**config.mk**
```make
export PLATFORM = sky130hd
export DESIGN_NAME = error_log_report_classifier
export DESIGN_NICKNAME = d
export VERILOG_FILES = /design/src/logic/err_pkg.sv /design/src/logic/error_log_report_classifier.sv
export VERILOG_INCLUDE_DIRS = /design/src /design/src/logic
export SDC_FILE = /design/constraint.sdc
export NUM_CORES = 1
export LEC_CHECK = 0
export BUFFER_PORTS_ARGS = -buffer_cell sky130_fd_sc_hd__buf_2
export CORE_MARGIN = 4
export CORE_UTILIZATION = 35
export CTS_CLUSTER_SIZE = 12
export DETAILED_ROUTE_END_ITERATION = 12
export GPL_ROUTABILITY_DRIVEN = 0
export PLACE_DENSITY_LB_ADDON = 0.25
export SYNTH_ARGS = -nofsm -noshare
export SYNTH_HDL_FRONTEND = slang
export SYNTH_SLANG_ARGS = --single-unit
```
**constraint.sdc**
```tcl
create_clock -name core_clk -period 2.71 [get_ports core_clk]
set_input_delay 0.6775 -clock core_clk [delete_from_list [all_inputs] [get_ports core_clk]]
set_output_delay 0.6775 -clock core_clk [all_outputs]
set_load 0.005 [all_outputs]
```
**src/logic/err_consts.svh**
```systemverilog
`ifndef ERR_CONSTS_SVH
`define ERR_CONSTS_SVH
`define NSRC 4
`define CNT_W 16
`define OFF_BANK_EN 8'h00
`define OFF_REP_EN 8'h04
`define OFF_ACT_DIS 8'h08
`define OFF_GSTAT 8'h0c
`define OFF_INT_CTL 8'h10
`define OFF_INT_STAT 8'h14
`define OFF_THRESH 8'h18
`define OFF_CORR_CNT 8'h1c
`define BANK_HI 4'h2
`define GS_CHECK_IN_PROGRESS_FLAG 2
`define GS_SHUT 3
`define GS_DEF_LO 8
`define IC_DEF 0
`define IC_THR 1
`define BS_VALID 0
`define BS_CLS_LO 1
`define BS_RECOV 3
`define BS_POISON 4
`define BS_OVF 5
`define RST_EN 4'h0
`define RST_THRESH 16'hffff
`endif

```
**src/logic/err_pkg.sv**
```systemverilog
package err_pkg;
  typedef enum logic [1:0] {
    CLS_NONE,
    CLS_CORR,
    CLS_DEFER,
    CLS_UNCORR
  } err_class_t;

  typedef struct packed {
    logic valid;
    logic [1:0] src;
    logic correctable;
    logic no_impact;
    logic poison;
    logic uncontainable;
    logic state_corrupt;
  } err_evt_t;

  typedef struct packed {
    logic valid;
    logic [1:0] src;
  } consume_t;

  typedef struct packed {
    logic valid;
    err_class_t cls;
    logic recov;
    logic poison;
    logic ovf;
  } log_rec_t;
endpackage : err_pkg

```
**src/logic/error_log_report_classifier.sv**
```systemverilog
`timescale 1ns/1ps
`include "err_consts.svh"
module error_log_report_classifier (
  input wire logic core_clk,
  input wire logic rst_n,
  input wire logic psel,
  input wire logic penable,
  input wire logic pwrite,
  input wire logic [7:0] paddr,
  input wire logic [31:0] pwdata,
  output logic [31:0] prdata,
  output logic pready,
  output logic pslverr,
  input wire err_pkg::err_evt_t err_evt,
  input wire err_pkg::consume_t consume,
  output logic machine_check_exception,
  output logic corrected_done,
  output logic contain_done,
  output logic core_shutdown,
  output logic deferred_irq,
  output logic threshold_irq
);
  logic [`NSRC-1:0] bank_en_r;
  logic [`NSRC-1:0] rep_en_r;
  logic [`NSRC-1:0] act_dis_r;
  logic [1:0] int_en_r;
  logic [1:0] int_pend_r;
  logic [`CNT_W-1:0] thresh_r;
  logic [`CNT_W-1:0] corr_cnt_r;
  logic [`NSRC-1:0] def_pend_r;
  logic check_in_progress_flag_r;
  logic shut_r;
  logic mce_r;
  logic corr_r;
  logic cont_r;
  logic bad_r;
  logic [31:0] prdata_r;
  err_pkg::log_rec_t rec_r [`NSRC];

  err_pkg::err_class_t cls;
  logic ev_ok;
  logic log_hit;
  logic esc;
  logic mce_fire;
  logic shut_fire;
  logic acc;
  logic wr;
  logic is_bank;
  logic [1:0] bidx;
  logic hit;

  // classification: correction first, then deferral, else uncorrected
  always_comb begin
    cls = err_pkg::CLS_NONE;
    ev_ok = err_evt.valid & ~shut_r;
    if (ev_ok) begin
      if (err_evt.correctable & ~act_dis_r[err_evt.src]) begin
        cls = err_pkg::CLS_CORR;
      end else if ((err_evt.no_impact | err_evt.poison) &
                   ~err_evt.uncontainable &
                   ~act_dis_r[err_evt.src]) begin
        cls = err_pkg::CLS_DEFER;
      end else begin
        cls = err_pkg::CLS_UNCORR;
      end
    end
  end

  // logging is gated by the bank enable and by shutdown, never by reporting
  assign log_hit = ev_ok & bank_en_r[err_evt.src];
  assign esc = consume.valid & ~shut_r & def_pend_r[consume.src];
  // corrected errors never reach the machine check; deferred ones reach it only when consumed
  assign mce_fire = ((cls == err_pkg::CLS_UNCORR) &
                     rep_en_r[err_evt.src]) |
                    (esc & rep_en_r[consume.src]);
  assign shut_fire = (ev_ok & err_evt.uncontainable) |
                     (mce_fire & check_in_progress_flag_r);

  always_ff @(posedge core_clk or negedge rst_n) begin
    if (!rst_n) begin
      mce_r <= 1'b0;
      shut_r <= 1'b0;
    end else begin
      mce_r <= mce_fire & ~shut_fire;
      if (shut_fire) begin
        shut_r <= 1'b1;
      end
    end
  end

  // hardware action strobes
  always_ff @(posedge core_clk or negedge rst_n) begin
    if (!rst_n) begin
      corr_r <= 1'b0;
      cont_r <= 1'b0;
    end else begin
      corr_r <= (cls == err_pkg::CLS_CORR);
      cont_r <= (cls == err_pkg::CLS_DEFER) |
                (cls == err_pkg::CLS_UNCORR & ~err_evt.uncontainable &
                 ~act_dis_r[err_evt.src]);
    end
  end

  // apb decode
  assign acc = psel & penable;
  assign wr = acc & pwrite & ~bad_r;
  assign is_bank = paddr[7:4] == `BANK_HI;
  assign bidx = paddr[3:2];
  always_comb begin
    case (paddr)
      `OFF_BANK_EN, `OFF_REP_EN, `OFF_ACT_DIS, `OFF_GSTAT,
      `OFF_INT_CTL, `OFF_INT_STAT, `OFF_THRESH, `OFF_CORR_CNT: hit = 1'b1;
      default: hit = is_bank & (paddr[1:0] == 2'h0);
    endcase
  end

  // software configuration
  always_ff @(posedge core_clk or negedge rst_n) begin
    if (!rst_n) begin
      bank_en_r <= `RST_EN;
      rep_en_r <= `RST_EN;
      act_dis_r <= `RST_EN;
      int_en_r <= 2'h0;
      thresh_r <= `RST_THRESH;
    end else if (wr) begin
      case (paddr)
        `OFF_BANK_EN: bank_en_r <= pwdata[`NSRC-1:0];
        `OFF_REP_EN: rep_en_r <= pwdata[`NSRC-1:0];
        `OFF_ACT_DIS: act_dis_r <= pwdata[`NSRC-1:0];
        `OFF_INT_CTL: int_en_r <= pwdata[1:0];
        `OFF_THRESH: thresh_r <= pwdata[`CNT_W-1:0];
        default: ;
      endcase
    end
  end

  // in-progress flag: a new exception wins over a software clear
  always_ff @(posedge core_clk or negedge rst_n) begin
    if (!rst_n) begin
      check_in_progress_flag_r <= 1'b0;
    end else begin
      if (wr & (paddr == `OFF_GSTAT) & pwdata[`GS_CHECK_IN_PROGRESS_FLAG]) begin
        check_in_progress_flag_r <= 1'b0;
      end
      if (mce_fire & ~shut_fire) begin
        check_in_progress_flag_r <= 1'b1;
      end
    end
  end

  // deferred tracking runs whether or not the bank logs
  always_ff @(posedge core_clk or negedge rst_n) begin
    if (!rst_n) begin
      def_pend_r <= '0;
    end else begin
      if (esc) begin
        def_pend_r[consume.src] <= 1'b0;
      end
      if (cls == err_pkg::CLS_DEFER) begin
        def_pend_r[err_evt.src] <= 1'b1;
      end
    end
  end

  // corrected-error counter, saturating; a write reloads it
  always_ff @(posedge core_clk or negedge rst_n) begin
    if (!rst_n) begin
      corr_cnt_r <= '0;
    end else if (wr & (paddr == `OFF_CORR_CNT)) begin
      corr_cnt_r <= pwdata[`CNT_W-1:0];
    end else if (log_hit & (cls == err_pkg::CLS_CORR) &
                 ~(&corr_cnt_r)) begin
      corr_cnt_r <= corr_cnt_r + `CNT_W'(1);
    end
  end

  // notification interrupts; sticky, write one to clear, set wins
  always_ff @(posedge core_clk or negedge rst_n) begin
    if (!rst_n) begin
      int_pend_r <= 2'h0;
    end else begin
      if (wr & (paddr == `OFF_INT_STAT)) begin
        int_pend_r <= int_pend_r & ~pwdata[1:0];
      end
      // keyed to a deferral on a source with none pending yet, not to reporting enables
      if (int_en_r[`IC_DEF] & (cls == err_pkg::CLS_DEFER) &
          ~def_pend_r[err_evt.src]) begin
        int_pend_r[`IC_DEF] <= 1'b1;
      end
      // the step from threshold to threshold plus one exceeds it
      if (int_en_r[`IC_THR] & log_hit & (cls == err_pkg::CLS_CORR) &
          (corr_cnt_r == thresh_r) & ~(&corr_cnt_r)) begin
        int_pend_r[`IC_THR] <= 1'b1;
      end
    end
  end

  // per-source log records; a second error before a write clears the bank sets overflow
  for (genvar i = 0; i < `NSRC; i++) begin : g_bank
    always_ff @(posedge core_clk or negedge rst_n) begin
      if (!rst_n) begin
        rec_r[i] <= '0;
      end else begin
        if (wr & is_bank & (bidx == 2'(i))) begin
          rec_r[i] <= '0;
        end
        if (esc & (consume.src == 2'(i)) & rec_r[i].valid &
            (rec_r[i].cls == err_pkg::CLS_DEFER)) begin
          rec_r[i].cls <= err_pkg::CLS_UNCORR;
          rec_r[i].recov <= 1'b1;
        end
        // disabled banks drop the record entirely
        if (log_hit & (err_evt.src == 2'(i))) begin
          if (rec_r[i].valid &
              ~(wr & is_bank & (bidx == 2'(i)))) begin
            rec_r[i].ovf <= 1'b1;
          end else begin
            rec_r[i].valid <= 1'b1;
            rec_r[i].cls <= cls;
            rec_r[i].recov <= ~err_evt.state_corrupt &
                              ~err_evt.uncontainable;
            rec_r[i].poison <= err_evt.poison;
            rec_r[i].ovf <= 1'b0;
          end
        end
      end
    end
  end

  // read data is latched in the setup cycle so it leaves a flip-flop
  always_ff @(posedge core_clk or negedge rst_n) begin
    if (!rst_n) begin
      prdata_r <= '0;
      bad_r <= 1'b0;
    end else if (psel & ~penable) begin
      bad_r <= ~hit;
      prdata_r <= '0;
      if (is_bank) begin
        prdata_r[`BS_VALID] <= rec_r[bidx].valid;
        prdata_r[`BS_CLS_LO+1:`BS_CLS_LO] <= rec_r[bidx].cls;
        prdata_r[`BS_RECOV] <= rec_r[bidx].recov;
        prdata_r[`BS_POISON] <= rec_r[bidx].poison;
        prdata_r[`BS_OVF] <= rec_r[bidx].ovf;
      end else begin
        case (paddr)
          `OFF_BANK_EN: prdata_r[`NSRC-1:0] <= bank_en_r;
          `OFF_REP_EN: prdata_r[`NSRC-1:0] <= rep_en_r;
          `OFF_ACT_DIS: prdata_r[`NSRC-1:0] <= act_dis_r;
          `OFF_GSTAT: begin
            prdata_r[`GS_CHECK_IN_PROGRESS_FLAG] <= check_in_progress_flag_r;
            prdata_r[`GS_SHUT] <= shut_r;
            prdata_r[`GS_DEF_LO+`NSRC-1:`GS_DEF_LO] <= def_pend_r;
          end
          `OFF_INT_CTL: prdata_r[1:0] <= int_en_r;
          `OFF_INT_STAT: prdata_r[1:0] <= int_pend_r;
          `OFF_THRESH: prdata_r[`CNT_W-1:0] <= thresh_r;
          `OFF_CORR_CNT: prdata_r[`CNT_W-1:0] <= corr_cnt_r;
          default: ;
        endcase
      end
    end
  end

  assign prdata = prdata_r;
  assign pready = acc;
  assign pslverr = acc & bad_r;
  assign machine_check_exception = mce_r;
  assign corrected_done = corr_r;
  assign contain_done = cont_r;
  assign core_shutdown = shut_r;
  assign deferred_irq = int_pend_r[`IC_DEF];
  assign threshold_irq = int_pend_r[`IC_THR];
endmodule : error_log_report_classifier

```
==> key figures <==
Worst setup path
  • CP delay by family, top: simple AND/OR/NAND/NOR gates
  • Critical Path AT: 2.54 ns
  • Cell Chain, Critical Path: buf_2 -> or4b_1 -> or3_1 -> a21oi_2 -> nand2_1 -> o311a_1
  • Worst setup SP type: input port
  • CP max-delay cell: or4b_1
  • WS Path Type: input port to flop
  • CP required: 2.94 ns
  • R2R cell count: 5
  • Largest fanout on the critical path: 7
  • Reg-to-reg endpoint: corr_cnt_r[9]
  • FF-to-FF Start: act_dis_r[0]
  • Flop2flop setup slack: between 0.5 and 0.6 ns
  • CP endpoint kind: flop
  • CP bufs+invs: 1
  • Slowest cell delay on critical path: 0.68 ns

GRT
  • First-pass GRT wire length: 24500 µm
  • Vias in the first global route: 4425
  • Largest net degree at the start of global routing: 57
  • Met2 Use GR: between 20% and 30%
  • Met1 Use GR: approximately a quarter
  • GRT busiest layer: met2
  • GRT Util Overall: 17.2%
  • Remaining Overflow, GRT: 0
  • GR Util met3: 2.53%
  • Antenna violations before repair: 0

Layout
  • Seq. cell area: about 0.0025 mm²
  • P&R area growth vs syn: 15.3%
  • Finished Core Util: around two fifths
  • Area of the multi-input gates: 0.00291 mm²
  • Share of cells above drive strength 1: 28.4%
  • Final non-filler cell total: 809
  • ANT cells: 0
  • Nets: 650
  • FILL cells: approximately 1600

Placement
  • HPWL after detailed placement: roughly 11000 µm
  • I/O Buffers: 63
  • Placed insts: between 700 and 800

STA
  • Fin crit share: a little under nine tenths
  • Worst Max-Slew Pin Slew: 0.582 ns
  • Final Hold Vio Count: 0
  • Fin crit period: 2.31 ns
  • Clock skew: 0.00615 ns
  • Worst slew margin: 61.2%
  • Hold_ws: 0.322 ns
  • Final setup TNS: 0 ns
  • Pins over their slew limit: 0
  • Fmax: approximately 430 MHz
  • Final setup fails: 0
  • RSZ-0062 raised after global routing: no

Synth
  • Ys flop type: dfrtp_1
  • Synth warn: 0
  • Post-Syn Instances: between 500 and 600
  • Async set-reset flop share out of synthesis: 100%
  • Syn_area_per_cell: 10.6 µm²
  • Flop and latch count out of synthesis: 98
  • Post-synth cell types: 63
  • Mapped cell area: 0.00560 mm²
  • Number of flops mapped to enable cells by yosys: 0
  • Post-synthesis sequential area ratio: 44.1%

Drt
  • Vias: between 4000 and 5000
  • Final wirelength: between 10000 and 15000 µm
  • ANT nets after route: 0
  • Iteration-0 DRC Markers: ~330
  • DRC violations left: 0
  • Avg Vias per Cell: 5.39
  • Drt pass-1 iters: 5
  • Routed len/inst: around 19 µm

Floorplanning
  • Die Y-Extent: 134 µm
  • Die area: 0.0181 mm²
  • Core area: between 0.015 and 0.02 mm²
  • Row count: 45
  • # IOs: 96
  • Die W: 134 µm
  • Initial Util: 36.3%

Job
  • MaxCap Viol Count: 0

Clocking
  • Number of post-CTS setup repair buffers: 0
  • TritonCTS clock tree: built
  • TritonCTS buffer count: 9
  • Reg clk slew, reported paths: 0.06 ns
  • Clock latency at the later pin of the worst-skew pair: ~0.35 ns
  • # resized after CTS: 0
  • TritonCTS Sinks: 98
  • H-Tree Depth: 3
  • Clock Root Buffer: clkbuf_16
  • # hold bufs at CTS: 0
  • CTS Buffer Depth: 2

Power
  • Worst vdd ir: 0.000343 V
  • Leak pwr: 0.00290 µW
  • Power Dens Cells: approximately 460 mW/mm²

Hold path
  • Worst Hold Class: input port to async pin

Run status
  • Status: finished, final reports clean
[kinds of logic (layout without fill, tap and decap cells)]
logic type | Yosys count | count (layout) | share of synthesized area [%]
AOI/OAI and AO/OA | 89 | 89 | 10.8
xor gates and xnor gates | 30 | 30 | 4.69
adders and majority gates | 1 | 1 | 0.223
buffers and inverters | 52 | 105 | 5.03
DFF | 98 | 98 | 44.1
muxes | 69 | 69 | 16.8
other | 1 | 16 | 0.0670
and+or+nand+nor | 190 | 190 | 18.3
[cells in the final DEF (no fill, tap or decap), types with 5 or more instances in the layout]
| cell type | count |
|---|---|
| mux2_2 | 30 |
| a21oi_1 | 24 |
| nand2_1 | 56 |
| dfrtp_1 | 82 |
| dfstp_2 | 16 |
| nand2b_1 | 5 |
| mux2i_1 | 23 |
| and2_1 | 5 |
| o31ai_1 | 6 |
| nand3b_1 | 5 |
| nor4_1 | 6 |
| a22o_1 | 7 |
| clkbuf_16 | 9 |
| nor2b_1 | 5 |
| buf_2 | 62 |
| xnor2_1 | 23 |
| nor3_1 | 11 |
| nand4_1 | 14 |
| xor2_1 | 7 |
| a2bb2oi_1 | 7 |
| o21ai_0 | 23 |
| nor2_1 | 35 |
| mux4_2 | 13 |
| nand3_1 | 19 |
| conb_1 | 16 |
| buf_4 | 21 |
[how the worst max path moves through the flow]
stage                     startpoint      endpoint  slack (ns)  cells past startpoint
after floorplan             paddr[7]  thresh_r[10]        0.19                      7
after global placement      paddr[4]      rec_r[2]        0.12                      6
after detailed placement    paddr[4]      rec_r[2]        0.08                      6
after CTS                   paddr[4]      rec_r[2]        0.43                      6
after global routing        paddr[7]     prdata[2]        0.33                      6
final                       paddr[4]      rec_r[2]        0.40                      6
[stage by stage]
| step | power, µW | setup slack (ns) | cell area [µm²] |
|---|---|---|---|
| 2_1_floorplan | 1640 | 0.185 | 5660 |
| 3_3_place_gp | 1740 | 0.124 | 6170 |
| 3_5_place_dp | 1740 | 0.0792 | 6170 |
| 4_1_cts | 2990 | 0.428 | 6450 |
| 5_1_grt | 3070 | 0.329 | 6450 |
| 6_report | 2960 | 0.401 | 6450 |
[cell usage after synthesis (all sizes together) (5+ instances only)]
library cell  count  share of area (%)
dfrtp            82                 37
o21ai            23                2.1
nand2b            5               0.56
a2bb2oi           7                1.1
nor2b             5               0.56
nand3            20                1.9
nand2            56                3.8
buf              26                3.3
xnor2            23                3.6
nand3b            5               0.67
nor2             35                2.3
mux2             30                6.0
mux4             16                6.6
a21oi            25                2.3
mux2i            23                4.1
nand4            14                1.6
nor4              6               0.67
clkbuf           22                1.5
nor3             12                1.2
xor2              7                1.1
a22o              7                1.1
dfstp            16                7.5
and2              5               0.56
o31ai             6               0.80
[registers in the layout (all words and copies together) (netlist names)]
register / cells
act_dis_r: 4
rep_en_r: 4
bank_en_r: 4
int_pend_r: 2
prdata: 16
def_pend_r: 4
machine_check_exception: 1
corrected_done: 1
int_en_r: 2
corr_cnt_r: 16
thresh_r: 16
rec_r: 24
contain_done: 1
bad_r: 1
check_in_progress_flag_r: 1
core_shutdown: 1
[worst reg2reg max path, delay by kind of cell, from the launching register on]
| kind | cells | cell delay, ns |
|---|---|---|
| muxes | 1 | 0.55 |
| and+or+nand+nor | 4 | 1.14 |
| DFF | 1 | 0.41 |
[report_power, final]
group / total [µW] / leakage (µW) / internal, µW / switching, µW
clock network: 1250 / 0.000139 / 698 / 553
registers: 1500 / 0.00130 / 1480 / 22.1
logic: 209 / 0.00146 / 81.7 / 128
total: 2960 / 0.00290 / 2260 / 703
[routing by layer]
| layer | routed length, µm | vias to the layer above |
|---|---|---|
| met1 | 7150 | 2213 |
| met4 | 286 | 0 |
| met3 | 509 | 15 |
| li1 | - | 2036 |
| met2 | 7040 | 98 |
| met5 | 0 | - |
[layout make-up]
cell class	count	area share, %
Sequential cell	98	38.3
Clock inverter	2	0.194
Clock buffer	14	4.25
Inverter	4	0.233
Timing Repair Buffer	85	7.87
Tap cell	211	4.09
Multi-Input combinational cell	395	45.1
Note: power is estimated with default switching activity, not from simulation.
